$ cat src/shared/sfr_pkg.sv
/*
  shared constants, register map and carrier types for the speaker fault
  report sequencer. assumes a 250 MHz single clock and a plain register
  port driven by a synchronous master.

*/
package sfr_pkg;

  // register port geometry
  localparam int ADDR_W = 8;
  localparam int DATA_W = 32;

  // register offsets (byte addresses)
  localparam logic [ADDR_W-1:0] CTRL_OFS     = 8'h00;
  localparam logic [ADDR_W-1:0] RESULT_OFS   = 8'h04;
  localparam logic [ADDR_W-1:0] IRQ_STAT_OFS = 8'h08;
  localparam logic [ADDR_W-1:0] IRQ_CLR_OFS  = 8'h0c;
  localparam logic [ADDR_W-1:0] IRQ_EN_OFS   = 8'h10;

  // control fields
  localparam int          CTRL_W         = 2;
  localparam int          CTRL_DIAG_BIT  = 0;
  localparam int          CTRL_OFS_BIT   = 1;
  localparam logic [1:0]  CTRL_RST       = 2'h0;

  // interrupt fields
  localparam int          IRQ_W          = 3;
  localparam int          IRQ_DONE_BIT   = 0;
  localparam int          IRQ_FAULT_BIT  = 1;
  localparam int          IRQ_OFFSET_BIT = 2;
  localparam logic [2:0]  IRQ_RST        = 3'h0;

  // result layout: one byte per channel
  localparam int          NUM_CH         = 2;
  localparam int          CH_BYTE_W      = 8;
  localparam int          REP_OFF_BIT    = 2;
  localparam logic [7:0]  REP_FAULT_MASK = 8'h0f;
  localparam logic [7:0]  REP_KEEP_MASK  = 8'hfb;

  // measurement timing
  localparam int CLK_MHZ      = 250;
  localparam int MEAS_TIME_MS = 100;
  localparam int MEAS_CYCLES  = MEAS_TIME_MS * 1000 * CLK_MHZ;
  localparam int CNT_W        = 25;

  typedef enum logic [1:0] {
    ST_IDLE,
    ST_MEAS,
    ST_HOLD
  } sfr_state_t;

  // raw fault indications of one channel
  typedef struct packed {
    logic gnd_src;  // positive output shorted to ground
    logic gnd_snk;  // negative output shorted to ground
    logic vcc;      // either output shorted to supply
    logic across;   // short across the speaker
    logic open;     // speaker open
  } sfr_fault_t;

  // reported byte of one channel, low five bits
  typedef struct packed {
    logic perm;      // 1: permanent cycle, 0: turn-on cycle
    logic across;
    logic open_off;  // open load (turn-on) or offset (permanent)
    logic vcc;
    logic gnd;
  } sfr_report_t;

  // one register port request
  typedef struct packed {
    logic              wr;
    logic              rd;
    logic [ADDR_W-1:0] addr;
    logic [DATA_W-1:0] wdata;
  } sfr_bus_req_t;

endpackage

$ cat src/rtl/sfr_fault_prio.sv
/*
  double-fault priority resolver for one channel.
  assumes inputs are already qualified as stable over a whole measurement.
*/
`timescale 1ns/1ps
module sfr_fault_prio (
  input  wire sfr_pkg::sfr_fault_t  fault_in,  // qualified faults
  input  wire logic                 perm,      // permanent cycle
  output sfr_pkg::sfr_report_t      report     // reported flags
);

  // open load is invisible while the stage is biased
  wire open_ok  = fault_in.open && !perm;
  wire gnd_any  = fault_in.gnd_src || fault_in.gnd_snk;
  // a sink-side ground short with no speaker reads as open load in the turn-on cycle
  wire snk_open = fault_in.gnd_snk && open_ok
                  && !fault_in.gnd_src && !fault_in.vcc;

  // source ground plus supply reports both; otherwise supply wins
  assign report.vcc      = fault_in.vcc;
  assign report.gnd      = fault_in.gnd_src
                           || (fault_in.gnd_snk && !fault_in.vcc
                               && !snk_open);
  // across with open is not a reachable pair; across is kept
  assign report.across   = fault_in.across && !gnd_any && !fault_in.vcc;
  assign report.open_off = open_ok && !fault_in.gnd_src && !fault_in.vcc
                           && !fault_in.across;
  assign report.perm     = perm;

endmodule

$ cat src/rtl/sfr_top.sv
/*
  speaker fault report sequencer: measurement cycles, persistence
  qualification, priority reporting, read re-arm, offset window,
  interrupts and register port.
  assumes fault and offset inputs are synchronous to ref_clk, and a
  master that never raises both strobes at once.
*/
`timescale 1ns/1ps
module sfr_top #(
  parameter int NUM_CH      = sfr_pkg::NUM_CH,
  parameter int MEAS_CYCLES = sfr_pkg::MEAS_CYCLES,
  parameter int CNT_W       = sfr_pkg::CNT_W
) (
  input  wire logic                              ref_clk,     // 250 MHz
  input  wire logic                              rst_n,       // async reset
  input  wire sfr_pkg::sfr_bus_req_t             bus_req,     // reg request
  output logic [sfr_pkg::DATA_W-1:0]             rdata,       // read data
  input  wire sfr_pkg::sfr_fault_t [NUM_CH-1:0]  fault_ch,    // raw faults
  input  wire logic [NUM_CH-1:0]                 offset_ch,   // raw offset
  output logic                                   meas_active, // cycle busy
  output logic                                   irq          // interrupt
);

  localparam int RW = NUM_CH * sfr_pkg::CH_BYTE_W;
  localparam int FW = $bits(sfr_pkg::sfr_fault_t);

  // elaboration checks
  if (RW > sfr_pkg::DATA_W) begin : g_bad_ch
    $error("result bytes do not fit the data word");
  end
  if (MEAS_CYCLES < 1
      || longint'(MEAS_CYCLES) > (64'h1 << CNT_W)) begin : g_bad_cnt
    $error("measurement count does not fit the counter");
  end

  localparam logic [CNT_W-1:0] CNT_LAST = CNT_W'(MEAS_CYCLES - 1);

  sfr_pkg::sfr_state_t         st_reg, st_next;
  logic [CNT_W-1:0]            cnt_reg, cnt_next;
  logic [NUM_CH*FW-1:0]        stable_reg, stable_next;
  logic                        perm_reg, perm_next;
  logic [RW-1:0]               result_reg, result_next;
  logic [NUM_CH-1:0]           off_stable_reg, off_stable_next;
  logic                        off_armed_reg, off_armed_next;
  logic [sfr_pkg::CTRL_W-1:0]  ctrl_reg, ctrl_next;
  logic [sfr_pkg::IRQ_W-1:0]   irq_stat_reg, irq_stat_next;
  logic [sfr_pkg::IRQ_W-1:0]   irq_en_reg, irq_en_next;
  logic [sfr_pkg::DATA_W-1:0]  rdata_reg, rdata_next;

  // register decode
  wire wr_ctrl   = bus_req.wr && bus_req.addr == sfr_pkg::CTRL_OFS;
  wire wr_clr    = bus_req.wr && bus_req.addr == sfr_pkg::IRQ_CLR_OFS;
  wire wr_en     = bus_req.wr && bus_req.addr == sfr_pkg::IRQ_EN_OFS;
  wire rd_result = bus_req.rd && bus_req.addr == sfr_pkg::RESULT_OFS;

  wire diag_en   = ctrl_reg[sfr_pkg::CTRL_DIAG_BIT];
  wire offset_en = ctrl_reg[sfr_pkg::CTRL_OFS_BIT];
  wire off_wbit  = bus_req.wdata[sfr_pkg::CTRL_OFS_BIT];
  wire off_rise  = wr_ctrl && off_wbit && !offset_en;

  // cycle sequencing: a read of the result restarts a held cycle
  wire in_meas  = st_reg == sfr_pkg::ST_MEAS;
  wire meas_end = in_meas && cnt_reg == CNT_LAST;
  wire rearm    = rd_result && diag_en
                  && st_reg == sfr_pkg::ST_HOLD;
  wire start    = rearm || (diag_en && st_reg == sfr_pkg::ST_IDLE);

  always_comb begin
    st_next = st_reg;
    case (st_reg)
      sfr_pkg::ST_IDLE: if (diag_en) st_next = sfr_pkg::ST_MEAS;
      sfr_pkg::ST_MEAS: if (meas_end) st_next = sfr_pkg::ST_HOLD;
      sfr_pkg::ST_HOLD: if (rearm) st_next = sfr_pkg::ST_MEAS;
      default:          st_next = sfr_pkg::ST_IDLE;
    endcase
    // nothing runs or advances with diagnostics off
    if (!diag_en) st_next = sfr_pkg::ST_IDLE;
  end

  assign cnt_next = start ? '0 : (in_meas ? cnt_reg + 1'b1 : cnt_reg);

  // turn-on cycle first, permanent cycles after it
  assign perm_next = !diag_en ? 1'b0 : (meas_end ? 1'b1 : perm_reg);

  // per-channel persistence, priority and offset window
  sfr_pkg::sfr_report_t [NUM_CH-1:0] rep_w;
  logic [RW-1:0]                     res_word;
  logic [RW-1:0]                     off_word;
  logic [NUM_CH-1:0]                 off_flag;

  for (genvar c = 0; c < NUM_CH; c++) begin : g_ch
    wire [FW-1:0] seen = stable_reg[c*FW +: FW] & fault_ch[c];
    wire          shorted = fault_ch[c].gnd_src || fault_ch[c].gnd_snk
                            || fault_ch[c].vcc || fault_ch[c].across;

    // a fault that drops for one cycle is lost for this cycle
    assign stable_next[c*FW +: FW] = start ? {FW{1'b1}}
                                   : (in_meas ? seen
                                   : stable_reg[c*FW +: FW]);

    sfr_fault_prio u_prio (
      .fault_in (sfr_pkg::sfr_fault_t'(seen)),
      .perm     (perm_reg),
      .report   (rep_w[c])
    );

    assign res_word[c*8 +: 8] = {3'h0, rep_w[c]};

    // offset only counts while no short tripped the protection
    assign off_stable_next[c] = (rd_result || off_rise) ? 1'b1
                              : off_stable_reg[c] && offset_ch[c]
                                && !shorted;
    assign off_flag[c] = off_stable_reg[c] && off_armed_reg && offset_en;
    assign off_word[c*8 +: 8] = {5'h0, off_flag[c], 2'h0};
  end

  // the result register only changes when a cycle completes
  assign result_next = meas_end ? res_word : result_reg;

  // window opens at enable or at each read, closes at the next read
  assign off_armed_next = off_rise ? 1'b1
                        : (rd_result ? offset_en
                        : (wr_ctrl && !off_wbit ? 1'b0
                        : off_armed_reg));

  // control and interrupt registers; hardware set wins over clear
  wire [sfr_pkg::IRQ_W-1:0] evt;
  assign evt[sfr_pkg::IRQ_DONE_BIT]   = meas_end;
  assign evt[sfr_pkg::IRQ_FAULT_BIT]  = meas_end && |(res_word
                                        & {NUM_CH{sfr_pkg::REP_FAULT_MASK}});
  assign evt[sfr_pkg::IRQ_OFFSET_BIT] = rd_result && |off_flag;

  assign ctrl_next     = wr_ctrl ? bus_req.wdata[sfr_pkg::CTRL_W-1:0]
                                 : ctrl_reg;
  assign irq_en_next   = wr_en ? bus_req.wdata[sfr_pkg::IRQ_W-1:0]
                               : irq_en_reg;
  assign irq_stat_next = (irq_stat_reg
                          & ~(wr_clr ? bus_req.wdata[sfr_pkg::IRQ_W-1:0]
                                     : '0)) | evt;

  // read mux; unmapped and write-only addresses read as zero
  wire [sfr_pkg::DATA_W-1:0] rd_res  = sfr_pkg::DATA_W'(result_reg
                                                        | off_word);
  wire [sfr_pkg::DATA_W-1:0] rd_mux  =
      bus_req.addr == sfr_pkg::CTRL_OFS     ? sfr_pkg::DATA_W'(ctrl_reg) :
      bus_req.addr == sfr_pkg::RESULT_OFS   ? rd_res :
      bus_req.addr == sfr_pkg::IRQ_STAT_OFS ? sfr_pkg::DATA_W'(irq_stat_reg) :
      bus_req.addr == sfr_pkg::IRQ_EN_OFS   ? sfr_pkg::DATA_W'(irq_en_reg) :
      '0;
  assign rdata_next = bus_req.rd ? rd_mux : '0;

  // sequencer state
  always_ff @(posedge ref_clk or negedge rst_n) begin
    if (!rst_n) begin
      st_reg     <= sfr_pkg::ST_IDLE;
      cnt_reg    <= '0;
      stable_reg <= '0;
      perm_reg   <= 1'b0;
      result_reg <= '0;
    end else begin
      st_reg     <= st_next;
      cnt_reg    <= cnt_next;
      stable_reg <= stable_next;
      perm_reg   <= perm_next;
      result_reg <= result_next;
    end
  end

  // software-facing state
  always_ff @(posedge ref_clk or negedge rst_n) begin
    if (!rst_n) begin
      ctrl_reg       <= sfr_pkg::CTRL_RST;
      irq_stat_reg   <= sfr_pkg::IRQ_RST;
      irq_en_reg     <= sfr_pkg::IRQ_RST;
      off_stable_reg <= '0;
      off_armed_reg  <= 1'b0;
      rdata_reg      <= '0;
    end else begin
      ctrl_reg       <= ctrl_next;
      irq_stat_reg   <= irq_stat_next;
      irq_en_reg     <= irq_en_next;
      off_stable_reg <= off_stable_next;
      off_armed_reg  <= off_armed_next;
      rdata_reg      <= rdata_next;
    end
  end

  assign rdata       = rdata_reg;
  assign meas_active = in_meas;
  assign irq         = |(irq_stat_reg & irq_en_reg);
endmodule

$ cat config.mk
export PLATFORM = sky130hd
export DESIGN_NAME = sfr_top
export DESIGN_NICKNAME = d
export VERILOG_FILES = /design/src/shared/sfr_pkg.sv /design/src/rtl/sfr_fault_prio.sv /design/src/rtl/sfr_top.sv
export SDC_FILE = /design/constraint.sdc
export NUM_CORES = 1
export LEC_CHECK = 0
export ABC_AREA = 1
export BUFFER_PORTS_ARGS = -buffer_cell sky130_fd_sc_hd__clkbuf_2
export CAP_MARGIN = 20
export CORE_MARGIN = 3
export CORE_UTILIZATION = 25
export CTS_CLUSTER_DIAMETER = 100
export DETAILED_ROUTE_END_ITERATION = 12
export PLACE_DENSITY_LB_ADDON = 0.15
export SYNTH_ARGS = -nofsm -noshare
export SYNTH_HDL_FRONTEND = slang
export SYNTH_SLANG_ARGS = --single-unit
$ cat constraint.sdc
create_clock -name ref_clk -period 1.75 [get_ports ref_clk]
set_input_delay 0.0875 -clock ref_clk [delete_from_list [all_inputs] [get_ports ref_clk]]
set_output_delay 0.0875 -clock ref_clk [all_outputs]
set_load 0.01 [all_outputs]
==> results of run 1 <==
## cell families (layout without fill, tap and decap cells)
group | count (synthesis) | after routing | share of synthesized area [%]
fa+ha+maj | 1 | 1 | 0.336
mux | 1 | 1 | 0.604
simple gates | 274 | 274 | 31.4
other cells | 1 | 22 | 0.101
buf+inv | 100 | 140 | 13.2
compound gates | 45 | 45 | 7.05
flops | 67 | 67 | 45.0
xor+xnor | 10 | 10 | 2.35
## layout by cell type, fill, tap and decap left out, drive strengths merged
cell         instances
buf                 12
and2                 1
a21oi                8
xnor2                3
dlygate4sd3          5
mux2i                1
nand2              137
o21a                 1
inv                 73
nand4               11
bufinv               1
xor2                 7
nor2                83
clkbuf              46
clkinv               2
conb                22
dfrtp               67
nand3b               2
ha                   1
nand3               35
nor4                 2
a21boi               2
nor3                 3
clkinvlp             1
o21ai               34
## worst min-delay path: stages
cell	delay, ps
clkbuf_2	110
o21ai_0	70
nor2_1	50
## report_power, final
part	switching, mW	internal, mW
combinational	0.532	0.345
sequential	0.211	1.84
clock	0.747	1.13
total	1.49	3.31
## stage by stage
| stage | instances | hold slack (ps) | power, mW |
|---|---|---|---|
| 2_1_floorplan | 520 | -208 | 2.67 |
| 3_3_place_gp | 719 | 150 | 2.94 |
| 4_1_cts | 740 | 11.6 | 4.88 |
| 3_5_place_dp | 719 | 149 | 2.95 |
| 5_1_grt | 740 | 32.6 | 5.16 |
| 6_report | 740 | 26.3 | 4.80 |
## routing by layer
metal  up-vias  track usage (%)
met1      1416             14.6
met5         -                0
met4         0             3.81
li1       1618                -
met2        60             18.3
met3        14             3.00
## worst max path at each step
stage,end,slack (ps),cells after the start
global route,cnt_reg[22],10,8
CTS,irq_stat_reg[1],140,10
floorplan,result_reg[0],350,9
finish,irq_stat_reg[1],170,10
detailed placement,irq_stat_reg[1],160,10
global placement,irq_stat_reg[1],160,10
## final cells by class
| type | count | area (um2) |
|---|---|---|
| clock buffer | 9 | 225 |
| clock inverter | 7 | 83.8 |
| fill | 1547 | 9740 |
| inverter | 70 | 265 |
| multi-input combinational | 353 | 1640 |
| sequential | 67 | 1680 |
| tap | 180 | 225 |
| timing repair buffer | 54 | 348 |
## timing repair
item,4_1_cts,5_1_grt
gates resized for setup,0,1
endpoints found under the hold margin,71,0
endpoints found under the setup margin,0,1
hold buffers,5,0
==> out/qor.txt, run 1 <==
initial antenna violation count -> 0
num rows -> 43
WHS Path Cells -> 3
die width -> 128 um
Vias per Instance -> 4.20
commonest cells in the netlist -> nand2_1 (134), nor2_1 (77), dfrtp_1 (67), inv_1 (66), nand3_1 (34)
Synth-to-Final Area Change -> 19.9%
NumNets Final -> 612
Hold Vio Cnt, Final -> 0
leakage -> 2.32 nW
ys async rst share -> 100%
Clock Latency Late Sink -> 330 ps
Tot GR Track Use -> 11.3%
routed vias -> 3108
CTS Root Cell -> clkbuf_16
Crit path max-delay family -> simple AND/OR/NAND/NOR gates
IO buf count -> 38
FF-to-FF Start -> cnt_reg[0]
number of enable flip-flop cells after synthesis -> 0
worst setup margin -> 174 ps
cell taking the most area after synthesis -> dfrtp_1
power density over cell area -> 1070 nW/um2
number of diodes -> 0
placed inst area -> 4100 um2
crit path launch type -> register
share of layout cells above drive strength 1 -> 15.9%
synth unique cells -> 34
worst-path maximum fanout -> 21
Iter 0 DRT Violations -> 157
drt total wl -> 8.68 mm
largest net degree at the start of global routing -> 68
RePlAce Congestion -> 0.806
CP required -> 2020 ps
CTS tree -> built
hold crit path type -> input pin to register
Max Cap Viol -> 0
GR Overflow Total -> 0
router iterations before antenna repair -> 4
status -> complete, no violations
Top Layer Used -> met4
FF-to-FF End -> irq_stat_reg[1]
R2R Setup Slk -> 170 ps
met2 wire len -> 4.04 mm
DRC Markers -> 0
Initial Util -> 26.2%
top-count cell post-synth -> nand2_1
die span in y -> 128 um
M1 WL -> 4.08 mm
worst path cell trace -> ha_1 -> nand2_2 -> nor2_4 -> nand2_2 -> nor2_4 -> nand3_2 -> buf_12 -> inv_1 -> nand2_1 -> nand2_1
CTS sink cnt -> 67
HP Start -> bus_req[40]
Syn Inst Count -> 499
Tightest Pin Transition -> 543 ps
f_max -> 635 MHz
unrepaired setup endpoints after global routing -> false
Tcrit/Tclk final -> 90.1%
clk buf depth -> 2
Max Clock Skew -> 9.18 ps
vias in the first global route -> 3032
CTS Buf Count -> 9
Core ar. -> 14200 um2
WL met3 -> 407 um
Synth Register Bits -> 67
CP endpoint kind -> register
post-route cell area -> 4470 um2
final setup violation count -> 0
minimum clock period -> 1580 ps
max reg flops -> 25
Post-Syn Area per Cell -> 7.47 um2
Ports -> 90
first-pass GRT wire length -> 14.7 mm
Worst setup startpoint -> cnt_reg[0]
drt wl/cell -> 11.7 um
Setup TNS -> 0 ps
clock transition at the registers of the reported paths -> 60 ps
Seq/Total Area, Yosys -> 45.0%
Worst Hold Endpoint -> rdata[1]
Synth area leaders -> dfrtp_1 (45%), nand2_1 (13%), nor2_1 (7.8%)
die footprint -> 16400 um2
max_slew headroom -> 63.5%
CP bufs+invs -> 2
WP data arrival -> 1850 ps
DRT antenna net count -> 0
Netlist Area Pre-Place -> 3730 um2
Place WS -> 161 ps
core occupancy in the finished layout -> 31.5%
Detailed Place HPWL -> 6.43 mm
H-Tree Depth -> 3
top-area cell type share of the netlist area -> 45.0%
Yosys warnings -> 0
Slew Viols, Final -> 0
slowest stage delay, CP -> 380 ps
number of post-CTS setup repair buffers -> 0
R2R depth -> 10
Max VDD drop -> 0.000541 V
Crit-path slowest cell -> dfrtp_1
Setup Crit Path Kind -> register to register
main flop type after synthesis -> dfrtp_1
No activity file was read; power rests on OpenSTA's default activity.
==> run 2: changes to the inputs <==
clock period = 1.4 ns   (was 1.75 ns; I/O delays follow)
==> run 2 against run 1 <==
- count of clock-buffer cells in the layout is 1 higher
- critical endpoint is now cnt_reg[3]
- the flow now finishes with violations (setup timing)
- utilization is 4.5 points higher
- cell count grew 6.5%
- via count is 7.8% higher
- sequential power grew 26%
- highest routed layer unchanged
- maximum frequency is 5.9% higher
- first-iteration DRC count is 15% higher
- global-route usage grew 0.61 points
- largest power group unchanged
==> out/qor.txt, run 2 (synthesis results as in run 1) <==
clock transition at the registers of the reported paths -> 60 ps
Synth-to-Final Area Change -> 36.9%
Core ar. -> 14200 um2
Initial Util -> 26.2%
commonest non-fill, non-tap cells in the layout -> nand2_1 (117), nor2_1 (64), dfrtp_1 (64)
failing checks -> setup timing
R2R Setup Slk -> -90 ps
post-route cell area -> 5100 um2
clk buf depth -> 2
Ports -> 90
NumNets Final -> 660
die width -> 128 um
cell depth of the worst setup path -> 9
Clock Latency Late Sink -> 330 ps
share of layout cells above drive strength 1 -> 30.1%
largest net degree at the start of global routing -> 68
number of diodes -> 0
leakage -> 2.59 nW
RePlAce Congestion -> 0.818
f_max -> 672 MHz
crit path launch type -> register
placed inst area -> 4390 um2
vias in the first global route -> 3207
unrepaired setup endpoints after global routing -> true
IO buf count -> 38
Tcrit/Tclk final -> 106%
H-Tree Depth -> 3
die footprint -> 16400 um2
CTS Buf Count -> 9
drt wl/cell -> 12.1 um
CP bufs+invs -> 5
routed vias -> 3351
worst path cell trace -> buf_6 -> inv_4 -> nor2_4 -> nand3_2 -> buf_4 -> buf_4 -> buf_4 -> nand2_1 -> nor2_1
Worst setup startpoint -> cnt_reg[1]
Crit path max-delay family -> buffers and inverters
Finished Layout Cells -> 788
CTS sink cnt -> 67
most used cell, CP -> buf_4
DRC Markers -> 0
power density over cell area -> 1250 nW/um2
DRT antenna net count -> 0
FF-to-FF End -> cnt_reg[3]
Iter 0 DRT Violations -> 180
Tot GR Track Use -> 11.9%
drt total wl -> 9.57 mm
Detailed Place HPWL -> 6.98 mm
minimum clock period -> 1490 ps
Max VDD drop -> 0.000677 V
Place WS -> -190 ps
Hold Vio Cnt, Final -> 0
router iterations before antenna repair -> 4
WP data arrival -> 1710 ps
max reg flops -> 25
CP endpoint -> cnt_reg[3]
worst-path maximum fanout -> 5
CP required -> 1620 ps
initial antenna violation count -> 0
GR Overflow Total -> 0
status -> finished, violations left
Max Clock Skew -> 5.45 ps
first-pass GRT wire length -> 15.6 mm
Max Cap Viol -> 0
commonest non-fill, non-tap cell in the layout -> nand2_1
final hold slack -> 5.95 ps
hold crit path type -> input pin to register
CTS Root Cell -> clkbuf_16
Crit-path slowest cell -> dfrtp_1
core occupancy in the finished layout -> 35.9%
slowest stage delay, CP -> 410 ps
placed cell count -> 754
FF-to-FF Start -> cnt_reg[1]
Setup Crit Path Kind -> register to register
final setup violation count -> 20
Vias per Instance -> 4.25
worst setup margin -> -88.2 ps
CP endpoint kind -> register
die span in y -> 128 um
R2R depth -> 9
num rows -> 43
Slew Viols, Final -> 0
CTS tree -> built
-- run 2: cell count changes in the layout (fill, tap and decap cells not counted), sizes merged --
cell         delta
buf            +46
clkbuf          +2
dlygate4sd3     +1
inv             -1
-- run 2: repair_timing --
action | 4_1_cts | 5_1_grt
buffers inserted | 3 | 8
hold endpoints to repair | 72 | 0
cloned | 0 | 1
pin swaps | 7 | 21
gates resized for setup | 28 | 39
endpoints found under the setup margin | 27 | 35
hold buffers | 6 | 0
-- run 2: worst min path at each step --
| stage | start | end | slack [ps] | cells past startpoint |
|---|---|---|---|---|
| after floorplan | rst_n | cnt_reg[0] | -230 | 0 |
| after global placement | rst_n | irq_stat_reg[2] | 130 | 2 |
| after detailed placement | rst_n | irq_stat_reg[2] | 130 | 2 |
| after CTS | fault_ch[5] | stable_reg[5] | 4 | 3 |
| after global routing | bus_req[1] | irq_en_reg[1] | 20 | 3 |
| final | bus_req[1] | irq_en_reg[1] | 6 | 3 |
-- run 2: layout make-up --
type,instances,area [um2]
Fill cell,1532,9100
Multi-Input combinational cell,353,1860
Sequential cell,67,1680
Timing Repair Buffer,102,761
Inverter,70,270
Clock buffer,10,239
Tap cell,180,225
Clock inverter,6,72.6
-- run 2: per-stage QoR --
step	total power [mW]	setup TNS (ps)
global placement	3.81	-2980
CTS	6.32	-660
floorplan	3.34	0
global route	6.78	-3340
finish	6.37	-847
detailed placement	3.83	-2600
-- run 2: worst reg2reg max path: stages (launching register included) --
cell	delay, ps
dfrtp_1	410
buf_6	130
inv_4	30
nor2_4	180
nand3_2	140
buf_4	160
buf_4	120
buf_4	120
nand2_1	50
nor2_1	40
-- run 2: metal layers --
layer  GRT usage [%]  vias to the layer above  share of wire [%]
met1            16.0                     1576                 47
li1                -                     1717                  -
met2            19.5                       53                 49
met5               0                        -                  0
met3            2.96                        5                3.9
met4            2.43                        0               0.56
-- run 2: where the power goes --
part           switching (mW)  internal, mW
clock                   0.908          1.45
combinational           0.790         0.636
sequential              0.287          2.30
total                    1.99          4.38
==> run 3: changes to the inputs <==
RECOVER_POWER = 50   (was unset)
==> run 3 against run 2 <==
- the run still ends with setup timing left
- worst setup slack unchanged
- first-iteration DRC count unchanged
- sequential cell count unchanged
- non-clock buffer count unchanged
- clock skew unchanged
- clock power about the same
- utilization down 0.088 points
- via count up 0.18%
- cell count unchanged
==> out/qor.txt, run 3 (synthesis results as in run 1) <==
status -> finished, violations left
failing checks -> setup timing
FF-to-FF Start -> cnt_reg[1]
worst path cell trace -> buf_6 -> inv_4 -> nor2_4 -> nand3_2 -> buf_4 -> buf_4 -> buf_4 -> nand2_1 -> nor2_1
CP required -> 1620 ps
Iter 0 DRT Violations -> 180
grt met2 use -> 19.5%
HP Start -> bus_req[1]
commonest non-fill, non-tap cell in the layout -> nand2_1
WP data arrival -> 1710 ps
CP endpoint kind -> register
router iterations before antenna repair -> 4
Clock Latency Late Sink -> 330 ps
Vias per Instance -> 4.26
most used cell, CP -> buf_4
R2R depth -> 9
die span in y -> 128 um
slowest stage delay, CP -> 410 ps
drt wl/cell -> 12.1 um
post-route cell area -> 5090 um2
Top Usage Layer GRT -> met2
RePlAce Congestion -> 0.818
DRC Markers -> 0
Tcrit/Tclk final -> 106%
drt total wl -> 9.57 mm
CP bufs+invs -> 5
commonest non-fill, non-tap cells in the layout -> nand2_1 (117), nor2_1 (64), dfrtp_1 (64)
H-Tree Depth -> 3
M3 GR Usage -> 2.96%
Finished Layout Cells -> 788
num rows -> 43
vias in the first global route -> 3207
clk buf depth -> 2
placed cell count -> 754
clock transition at the registers of the reported paths -> 60 ps
unrepaired setup endpoints after global routing -> true
Slew Viols, Final -> 0
routed vias -> 3357
Synth-to-Final Area Change -> 36.6%
Tightest Pin Transition -> 957 ps
die footprint -> 16400 um2
DRT antenna net count -> 0
Crit-path slowest cell -> dfrtp_1
die width -> 128 um
WHS Path Cells -> 3
largest net degree at the start of global routing -> 68
worst setup margin -> -88.2 ps
IO buf count -> 38
leakage -> 2.59 nW
Max Cap Viol -> 0
Max VDD drop -> 0.000677 V
Tot GR Track Use -> 11.9%
minimum clock period -> 1490 ps
Detailed Place HPWL -> 6.98 mm
Crit path max-delay family -> buffers and inverters
initial antenna violation count -> 0
hold crit path type -> input pin to register
CTS sink cnt -> 67
Worst Hold Endpoint -> irq_en_reg[1]
CTS Buf Count -> 9
worst-path maximum fanout -> 5
number of diodes -> 0
final setup violation count -> 20
f_max -> 672 MHz
Core ar. -> 14200 um2
max_slew headroom -> 36.2%
core occupancy in the finished layout -> 35.8%
Max Clock Skew -> 5.45 ps
crit path launch type -> register
met1 usage -> 16.0%
max reg flops -> 25
Hold Vio Cnt, Final -> 0
CTS tree -> built
Initial Util -> 26.2%
Setup TNS -> -848 ps
share of layout cells above drive strength 1 -> 30.1%
NumNets Final -> 660
final hold slack -> 5.95 ps
CTS Root Cell -> clkbuf_16
Setup Crit Path Kind -> register to register
R2R Setup Slk -> -90 ps
placed inst area -> 4390 um2
first-pass GRT wire length -> 15.6 mm
fill cell count -> 1534
Ports -> 90
FF-to-FF End -> cnt_reg[3]
power density over cell area -> 1250 nW/um2
GR Overflow Total -> 0
==> run 3: changes by cell type in the layout (fill, tap and decap cells not counted), sizes merged <==
cell and change:
clkbuf +1, buf -1
==> run 3: worst max-delay path by stage <==
stage | cells past startpoint | start | endpoint
global placement | 9 | cnt_reg[15] | result_reg[8]
global route | 9 | cnt_reg[1] | cnt_reg[21]
CTS | 8 | cnt_reg[0] | cnt_reg[22]
detailed placement | 9 | cnt_reg[15] | irq_stat_reg[1]
finish | 9 | cnt_reg[1] | cnt_reg[3]
floorplan | 9 | cnt_reg[0] | result_reg[0]
==> run 3: metrics by stage <==
stage               setup slack [ps]  total power [mW]
finish                         -88.2              6.36
floorplan                       5.75              3.34
CTS                            -62.9              6.32
global route                    -166              6.77
global placement                -229              3.81
detailed placement              -190              3.83
==> run 3: layer usage <==
layer / routed length, um / part of all wire (%)
met5: 0 / 0
met4: 54 / 0.56
met3: 387 / 4.0
met2: 4660 / 49
met1: 4480 / 47
==> run 3: area by class of cell <==
class	count	area, um2	share of cell area (%)
well taps	180	225	4.42
multi-input cells	353	1860	36.4
flip-flops and latches	67	1680	33.0
inverters	70	270	5.31
clock buffers	10	239	4.69
clock inverters	6	72.6	1.43
repair buffers	102	748	14.7
==> run 3: report_power, final <==
group	internal (mW)	leakage [nW]	switching (mW)
Combinational	0.632	1.62	0.789
Clock	1.45	0.150	0.908
Sequential	2.30	0.821	0.288
==> run 3: what timing repair did <==
| item | in CTS | in global routing |
|---|---|---|
| setup endpoints to repair | 27 | 35 |
| pin swaps | 7 | 21 |
| gates cloned | 0 | 1 |
| hold buffers | 6 | 0 |
| hold endpoints to repair | 72 | 0 |
| gates resized for setup | 28 | 39 |
| setup buffers | 3 | 8 |
==> run 3: worst reg2reg max path: stages (launching register included) <==
cell and delay [ps]:
dfrtp_1 410, buf_6 130, inv_4 30, nor2_4 180, nand3_2 140, buf_4 160, buf_4 120, buf_4 120
nand2_1 50, nor2_1 40
